`src/include/rsvc_pkg.sv`:
```
// package for the reference select and vco calibration controller of the first loop
// assumes a byte-wide register port fed by the serial port front end
package rsvc_pkg;
   // ------------------------------------------------------------
   // register offsets
   // ------------------------------------------------------------
   localparam logic [15:0] ADDR_UPDATE   = 16'h0005;
   localparam logic [15:0] ADDR_STATUS   = 16'h0080;
   localparam logic [15:0] ADDR_CAL_SYNC = 16'h0100;
   localparam logic [15:0] ADDR_DIV_CFG  = 16'h0101;
   localparam logic [15:0] ADDR_REF_SW   = 16'h0102;
   // ------------------------------------------------------------
   // field positions and reset values
   // ------------------------------------------------------------
   localparam int UPD_BIT       = 0;
   localparam int STAT_REF_BIT  = 0;
   localparam int STAT_DONE_BIT = 1;
   localparam int STAT_BUSY_BIT = 4;
   localparam int MAN_CAL_BIT   = 1;
   localparam int MAN_SYNC_BIT  = 2;
   localparam int LOOP_LSB      = 0;
   localparam int LOOP4_EXT_BIT = 2;
   localparam int FIXDLY_LSB    = 5;
   localparam int AUTOSW_BIT    = 0;
   localparam int SWSEL_BIT     = 4;
   localparam int SWEN_BIT      = 5;
   localparam logic [7:0] REG_RESET = 8'h00;
   // ------------------------------------------------------------
   // loop configurations and timing
   // ------------------------------------------------------------
   localparam logic [1:0] LOOP_1 = 2'h0;
   localparam logic [1:0] LOOP_2 = 2'h1;
   localparam logic [1:0] LOOP_3 = 2'h2;
   localparam logic [1:0] LOOP_4 = 2'h3;
   localparam int CAL_PFD_CYCLES = 172000;
   localparam int CAL_CNT_W      = 18;

   typedef enum logic [1:0] {CAL_IDLE, CAL_WAIT_REF, CAL_RUN} rsvc_cal_st_t;

   typedef struct packed {
      logic        wr_en;
      logic [15:0] addr;
      logic [7:0]  wdata;
   } rsvc_reg_req_t;

   typedef struct packed {
      logic primary;
      logic secondary;
   } rsvc_loss_t;

   typedef struct packed {
      logic [7:0]           stg_cal_sync;
      logic [7:0]           stg_div_cfg;
      logic [7:0]           stg_ref_sw;
      logic [7:0]           act_cal_sync;
      logic [7:0]           act_div_cfg;
      logic [7:0]           act_ref_sw;
      logic                 upd_pulse;
      logic [7:0]           rd_data;
      logic                 auto_ref;
      logic                 active_ref;
      logic                 boot_taken;
      logic                 man_cal_prev;
      rsvc_cal_st_t         cal_st;
      logic [CAL_CNT_W-1:0] cal_cnt;
      logic                 cal_busy;
      logic                 cal_done;
      logic                 div_hold;
      logic [1:0]           loop_eff;
      logic [3:0]           cp_current;
   } rsvc_state_t;
endpackage

```
`src/rtl/rsvc_ctrl.sv`:
```
// reference selection and internal vco calibration sequencing for the first loop
// assumes register writes arrive as one-cycle requests and all inputs are synchronous to clk
//
// Overview of operation
// - with pin selection, pin low picks primary reference, high picks secondary.
// - automatic switching enabled means the reference choose pin is ignored.
// - software select bit is disregarded while its enable bit is clear.
// - enabled software select: 0 picks primary, 1 picks secondary reference.
// - enabled software select wins over automatic switching and the pin.
// - automatic selection from loss status only while autoswitch bit is 1.
// - switch only if active reference lost and alternate not; else keep.
// - after a switch roles swap; no revert, switch back only on new loss.
// - calibration applies only for loop 1, loop 2, or internal loop 4.
// - power-up calibration if profile asks; otherwise via manual calibrate bit.
// - calibration waits for a valid reference, then runs the lock sequence.
// - internal loop 4 runs calibration as loop 1, restored when done.
// - charge pump setting derived from feedback divider during calibration.
// - channel dividers held during calibration; busy flag falls at completion.
// - calibration lasts about 172,000 phase detector cycles.
`timescale 1ns/100ps

module rsvc_ctrl
   import rsvc_pkg::*;
#(
   parameter int CAL_CYCLES = CAL_PFD_CYCLES
) (
   input  wire logic                   clk,
   input  wire logic                   reset_n,
   input  wire rsvc_pkg::rsvc_reg_req_t reg_req,
   output      logic [7:0]             reg_rd_data,
   input  wire logic                   reference_choose_pin,
   input  wire rsvc_pkg::rsvc_loss_t   reference_loss,
   input  wire logic                   reference_valid,
   input  wire logic                   profile_cal_cmd,
   input  wire logic                   pfd_tick,
   input  wire logic [7:0]             feedback_divider,
   output      logic                   active_reference,
   output      logic                   cal_in_progress,
   output      logic                   divider_hold,
   output      logic [1:0]             loop_cfg_effective,
   output      logic [1:0]             channel_divider_sel,
   output      logic [3:0]             cp_current
);
   import rsvc_pkg::*;

   // ------------------------------------------------------------
   // decode helpers
   // ------------------------------------------------------------
   function automatic logic cal_allowed(input logic [7:0] cfg);
      logic [1:0] lp;
      lp = cfg[LOOP_LSB +: 2];
      return (lp == LOOP_1) || (lp == LOOP_2) ||
             (lp == LOOP_4 && !cfg[LOOP4_EXT_BIT]);
   endfunction

   function automatic logic loop4_internal(input logic [7:0] cfg);
      return (cfg[LOOP_LSB +: 2] == LOOP_4) && !cfg[LOOP4_EXT_BIT];
   endfunction

   // coarse current code: larger feedback ratio needs more pump current
   function automatic logic [3:0] cp_from_div(input logic [7:0] div);
      return (div[7:4] == 4'h0) ? 4'h1 : div[7:4];
   endfunction

   rsvc_state_t st_q;
   rsvc_state_t st_d;

   logic       cal_req;
   logic       run_done;
   logic       cur_lost;
   logic       alt_lost;
   logic       sw_en;
   logic       autosw;
   logic       auto_next;

   // ------------------------------------------------------------
   // next state
   // ------------------------------------------------------------
   always_comb begin
      st_d = st_q;

      // register port: config writes land in staging copies only; the update write sets upd_pulse
      st_d.upd_pulse = 1'b0;
      if (reg_req.wr_en) begin
         unique case (reg_req.addr)
            ADDR_UPDATE:   st_d.upd_pulse = reg_req.wdata[UPD_BIT];
            ADDR_CAL_SYNC: st_d.stg_cal_sync = reg_req.wdata;
            ADDR_DIV_CFG:  st_d.stg_div_cfg = reg_req.wdata;
            ADDR_REF_SW:   st_d.stg_ref_sw = reg_req.wdata;
            default:       st_d.upd_pulse = 1'b0;
         endcase
      end
      if (st_q.upd_pulse) begin
         // staged values become live one cycle after the update write
         st_d.act_cal_sync = st_q.stg_cal_sync;
         st_d.act_div_cfg  = st_q.stg_div_cfg;
         st_d.act_ref_sw   = st_q.stg_ref_sw;
      end

      unique case (reg_req.addr)
         ADDR_UPDATE:   st_d.rd_data = {7'h00, st_q.upd_pulse};
         ADDR_STATUS:   st_d.rd_data = {3'h0, st_q.cal_busy, 2'h0,
                                        st_q.cal_done, st_q.active_ref};
         ADDR_CAL_SYNC: st_d.rd_data = st_q.stg_cal_sync;
         ADDR_DIV_CFG:  st_d.rd_data = st_q.stg_div_cfg;
         ADDR_REF_SW:   st_d.rd_data = st_q.stg_ref_sw;
         default:       st_d.rd_data = 8'h00;
      endcase

      // reference selection
      sw_en    = st_q.act_ref_sw[SWEN_BIT];
      autosw   = st_q.act_ref_sw[AUTOSW_BIT];
      cur_lost = st_q.auto_ref ? reference_loss.secondary : reference_loss.primary;
      alt_lost = st_q.auto_ref ? reference_loss.primary : reference_loss.secondary;
      if (autosw) begin
         // nonrevertive: only loss of the current one moves it
         auto_next = (cur_lost && !alt_lost) ? !st_q.auto_ref : st_q.auto_ref;
      end else if (sw_en) begin
         // track the software select bit already live, not the one going live this edge; the registered choice would lag the pin
         // by one cycle and make the reference jump when autoswitch is enabled
         auto_next = st_q.act_ref_sw[SWSEL_BIT];
      end else begin
         auto_next = reference_choose_pin;
      end
      st_d.auto_ref = auto_next;
      if (sw_en) begin
         st_d.active_ref = st_q.act_ref_sw[SWSEL_BIT];
      end else if (autosw) begin
         st_d.active_ref = auto_next;
      end else begin
         st_d.active_ref = reference_choose_pin;
      end

      // calibration requests: strap on first clock, or rising manual bit
      st_d.boot_taken   = 1'b1;
      st_d.man_cal_prev = st_q.act_cal_sync[MAN_CAL_BIT];
      cal_req = (!st_q.boot_taken && profile_cal_cmd) ||
                (st_q.act_cal_sync[MAN_CAL_BIT] && !st_q.man_cal_prev);
      run_done = pfd_tick && (st_q.cal_cnt == CAL_CNT_W'(CAL_CYCLES - 1));

      unique case (st_q.cal_st)
         CAL_IDLE: begin
            if (cal_req && cal_allowed(st_q.act_div_cfg)) begin
               st_d.cal_st   = CAL_WAIT_REF;
               st_d.cal_busy = 1'b1;
               st_d.cal_done = 1'b0;
            end
         end
         CAL_WAIT_REF: begin
            // stays here indefinitely without a validated reference
            if (reference_valid) begin
               st_d.cal_st     = CAL_RUN;
               st_d.cal_cnt    = '0;
               st_d.cp_current = cp_from_div(feedback_divider);
            end
         end
         CAL_RUN: begin
            if (pfd_tick) begin
               st_d.cal_cnt = st_q.cal_cnt + 1'b1;
            end
            if (run_done) begin
               st_d.cal_st   = CAL_IDLE;
               st_d.cal_busy = 1'b0;
               st_d.cal_done = 1'b1;
            end
         end
      endcase

      // loop 4 internal borrows loop 1 while calibrating
      // decoded from the config going live, so an update never leaves it one cycle stale
      if (st_d.cal_st != CAL_IDLE && loop4_internal(st_d.act_div_cfg)) begin
         st_d.loop_eff = LOOP_1;
      end else begin
         st_d.loop_eff = st_d.act_div_cfg[LOOP_LSB +: 2];
      end
      st_d.div_hold = (st_d.cal_st != CAL_IDLE) ||
                      st_q.act_cal_sync[MAN_SYNC_BIT];
   end

   // ------------------------------------------------------------
   // state register
   // ------------------------------------------------------------
   always_ff @(posedge clk or negedge reset_n) begin
      if (!reset_n) begin
         st_q <= '{stg_cal_sync: REG_RESET, stg_div_cfg: REG_RESET,
                   stg_ref_sw: REG_RESET, act_cal_sync: REG_RESET,
                   act_div_cfg: REG_RESET, act_ref_sw: REG_RESET,
                   cal_st: CAL_IDLE, default: '0};
      end else begin
         st_q <= st_d;
      end
   end

   assign reg_rd_data         = st_q.rd_data;
   assign active_reference    = st_q.active_ref;
   assign cal_in_progress     = st_q.cal_busy;
   assign divider_hold        = st_q.div_hold;
   assign loop_cfg_effective  = st_q.loop_eff;
   assign channel_divider_sel = st_q.act_div_cfg[FIXDLY_LSB +: 2];
   assign cp_current          = st_q.cp_current;

   wire sw_on   = st_q.act_ref_sw[SWEN_BIT];
   wire auto_on = st_q.act_ref_sw[AUTOSW_BIT];
endmodule

```
`config.mk`:
```
export PLATFORM = sky130hd
export DESIGN_NAME = rsvc_ctrl
export DESIGN_NICKNAME = d
export VERILOG_FILES = /design/src/include/rsvc_pkg.sv /design/src/rtl/rsvc_ctrl.sv
export SDC_FILE = /design/constraint.sdc
export NUM_CORES = 1
export LEC_CHECK = 0
export ABC_AREA = 1
export BUFFER_PORTS_ARGS = -buffer_cell sky130_fd_sc_hd__buf_2
export CAP_MARGIN = 20
export CORE_ASPECT_RATIO = 2
export CORE_MARGIN = 3
export CORE_UTILIZATION = 40
export CTS_BUF_LIST = sky130_fd_sc_hd__clkbuf_4 sky130_fd_sc_hd__clkbuf_8 sky130_fd_sc_hd__clkbuf_16
export DETAILED_ROUTE_END_ITERATION = 7
export SYNTH_ARGS = -nofsm -noshare
export SYNTH_HDL_FRONTEND = slang
export SYNTH_SLANG_ARGS = --single-unit
```
`constraint.sdc`:
```
create_clock -name clk -period 2.05 [get_ports clk]
set_clock_uncertainty 0.05 [all_clocks]
set_input_delay 0.41 -clock clk [delete_from_list [all_inputs] [get_ports clk]]
set_output_delay 0.41 -clock clk [all_outputs]
set_load 0.03 [all_outputs]
```
==> out/metrics.yaml <==
initial_utilization_pct: 41.1
cts_hold_buf: 0
tns_ns: 0
cp.required_ns: 2.21
cts_tree: "done"
worstSetupStartpointType: "flop"
cp-end-kind: "flop"
firstDrtPassIters: 4
ys_seq_area_share_pct: 51.4
drt_iter0_markers: 135
drc: 0
cp.arrival_ns: 2.04
period_share_pct: 91.7
place_hpwl_mm: 6.31
vias: 2906
grt_pass1_wl_mm: 13.7
synth_cell_types: 38
place_congestion: 0.877
die_w_um: 74.0
cts.sinks: 76
syn_avg_cell_area_um2: 8.77
finalSetupViolations: 0
synth-edff-count: 0
hold_class: "in -> async"
drv_cap: 0
grt_setup_unrepaired: "no"
dieArea_um2: 10500
intPower_uw: 2690
avgViaCountPerCell: 4.97
core-area_um2: 9010
ant_nets: 0
tightest_slew_ns: 0.534
grt_overflow: 0
p_sw_uw: 1250
htree_levels: 3
outcome: "finished, final reports clean"
power_density_nw_per_um2: 904
drive_above_1_share_pct: 25.7
synthCells: 422
insertion_delay_ns: 0.33
synth-seq-cells: 76
antenna_found_initial: 0
ys_async_sr_fraction_pct: 100
io_buffers: 55
wl_per_cell_um: 14.0
p_leak_uw: 0.00222
peakVddDrop_uv: 513
grt_usage_pct: 17.1
synthToLayoutAreaGrowth_pct: 17.8
grt_max_degree: 77
r2r_start: "st_q[28]$_DFF_PN0_"
slew_headroom_pct: 64.1
fmax_mhz: 532
ys_warn_count: 0
io_pins: 60
totalWireLength_mm: 8.16
combPwrFrac_pct: 20.0
synth_fp_nets: 467
hold_viol_final: 0
cts_root_buffer: "clkbuf_16"
grt_pass1_vias: 3064
final_nets: 523
cts_buffer_depth: 2
worstSetupPathType: "reg -> reg"
ys.flop_type: "dfrtp_1"
die_h_um: 142
post-route-util_pct: 48.4
crit_start: "st_q[28]$_DFF_PN0_"
pwr-share-seq_pct: 42.0
numCtsBuffers: 9
power.share.clock_pct: 38.0
path_clk_slew_ns: 0.06
path_max_fanout: 6
diodes: 0
finalMaxSlewViolations: 0
power_switching_share_pct: 31.7
fin_crit_ns: 1.88
num_rows: 49
synth_area_um2: 3700
==> cell usage after synthesis (2+ instances only) <==
| library cell | number | area [um2] |
|---|---|---|
| a211oi_1 | 2 | 15.0 |
| nand4_1 | 6 | 37.5 |
| nor2_4 | 2 | 22.5 |
| buf_4 | 17 | 128 |
| buf_6 | 2 | 22.5 |
| nand2_2 | 5 | 31.3 |
| nor2_2 | 5 | 31.3 |
| inv_2 | 4 | 15.0 |
| a21oi_1 | 19 | 95.1 |
| ha_1 | 4 | 50.1 |
| mux2_2 | 14 | 158 |
| o21ai_0 | 41 | 205 |
| dfrtp_1 | 76 | 1900 |
| clkbuf_1 | 3 | 11.3 |
| o21ai_1 | 2 | 10.0 |
| o211ai_1 | 5 | 37.5 |
| nand3_1 | 20 | 100 |
| inv_1 | 57 | 214 |
| nand2_1 | 86 | 323 |
| nor2_1 | 30 | 113 |
| nor3_1 | 5 | 25.0 |
==> worst max-delay path, cell delays in order (launching register included) <==
cell and delay, ns:
dfrtp_1 0.41, inv_1 0.10, ha_2 0.20, inv_1 0.07
nor2_1 0.05, inv_1 0.09, nand2_4 0.09, nor2_4 0.11
nand3_2 0.11, nor2_4 0.14, nand2_1 0.10, o21ai_0 0.18
a21oi_1 0.06
==> cell type report <==
cell class	instances	area, um2
Clock buffer	9	225
Tap cell	102	128
Fill cell	845	4650
Clock inverter	7	58.8
Sequential cell	76	1900
Timing Repair Buffer	67	378
Inverter	62	234
Multi-Input combinational cell	262	1430
==> power by group through the flow <==
stage	Clock, uW	Sequential [uW]	Combinational (uW)
after floorplan	0	1700	501
after global placement	0	1680	745
after detailed placement	0	1680	760
after CTS	1540	1650	763
after global routing	1590	1670	894
final	1500	1660	788
==> registers in the layout, indices dropped and copies added (netlist names), 2 cells and up <==
name / cells
st_q: 55
channel_divider_sel: 2
loop_cfg_effective: 2
cp_current: 4
reg_rd_data: 8
==> logic make-up after synthesis <==
group / share of synthesized area (%)
AOI/OAI and AO/OA: 10.6
DFF: 51.4
other: 0.101
adders and majority gates: 1.35
and+or+nand+nor: 21.6
buffers and inverters: 10.7
muxes: 4.26
==> cell usage in the layout (no fill, tap or decap), drive strengths merged, types with 3 or more instances in the layout <==
cell type | synthesis | routed
a21oi | 19 | 19
buf | 19 | 67
clkbuf | 3 | 9
dfrtp | 76 | 76
ha | 4 | 4
inv | 61 | 65
mux2 | 14 | 14
nand2 | 92 | 92
nand3 | 21 | 21
nand4 | 6 | 6
nor2 | 37 | 37
nor3 | 7 | 7
nor4 | 3 | 3
o211ai | 5 | 5
o21ai | 43 | 43
==> per-stage QoR <==
stage                     hold slack (ns)  total power, uW  instance area (um2)  setup WS, ns  std cells
after floorplan                    0.0644             2200                 3700         0.344        422
after global placement              0.310             2420                 4040         0.153        568
after detailed placement            0.314             2440                 4040        0.0622        568
after CTS                          0.0686             3950                 4320        0.0360        584
after global routing               0.0710             4150                 4360        0.0147        585
final                              0.0480             3940                 4360         0.171        585
==> path summary, 6_finish.rpt <==
| path | end | cells past startpoint | slack (ns) |
|---|---|---|---|
| worst max-delay path | st_q[22]$_DFFE_PN0P_ | 12 | 0.17 |
| worst min-delay path | cp_current[0]$_DFFE_PN0P_ | 2 | 0.05 |
| worst max register to register | st_q[22]$_DFFE_PN0P_ | 12 | 0.17 |
| worst min register to register | st_q[29]$_DFF_PN0_ | 0 | 0.32 |
| max in group asynchronous | st_q[21]$_DFFE_PN0P_ | 2 | 1.55 |
| min in group clk | st_q[85]$_DFFE_PN0P_ | 3 | 0.26 |
==> layer usage <==
metal  vias up  wire [um]  track usage [%]
li1       1465          -                -
met1      1367       2880             17.3
met2        56       4760             31.7
met3        18        243             3.04
met4         0        283             9.26
met5         -          0                0
==> timing repair <==
action,CTS,global route
hold endpoints to repair,0,0
endpoints found under the setup margin,0,4
setup buffers,0,1
gates resized for setup,0,6
Power figures use the tool's default switching activity.
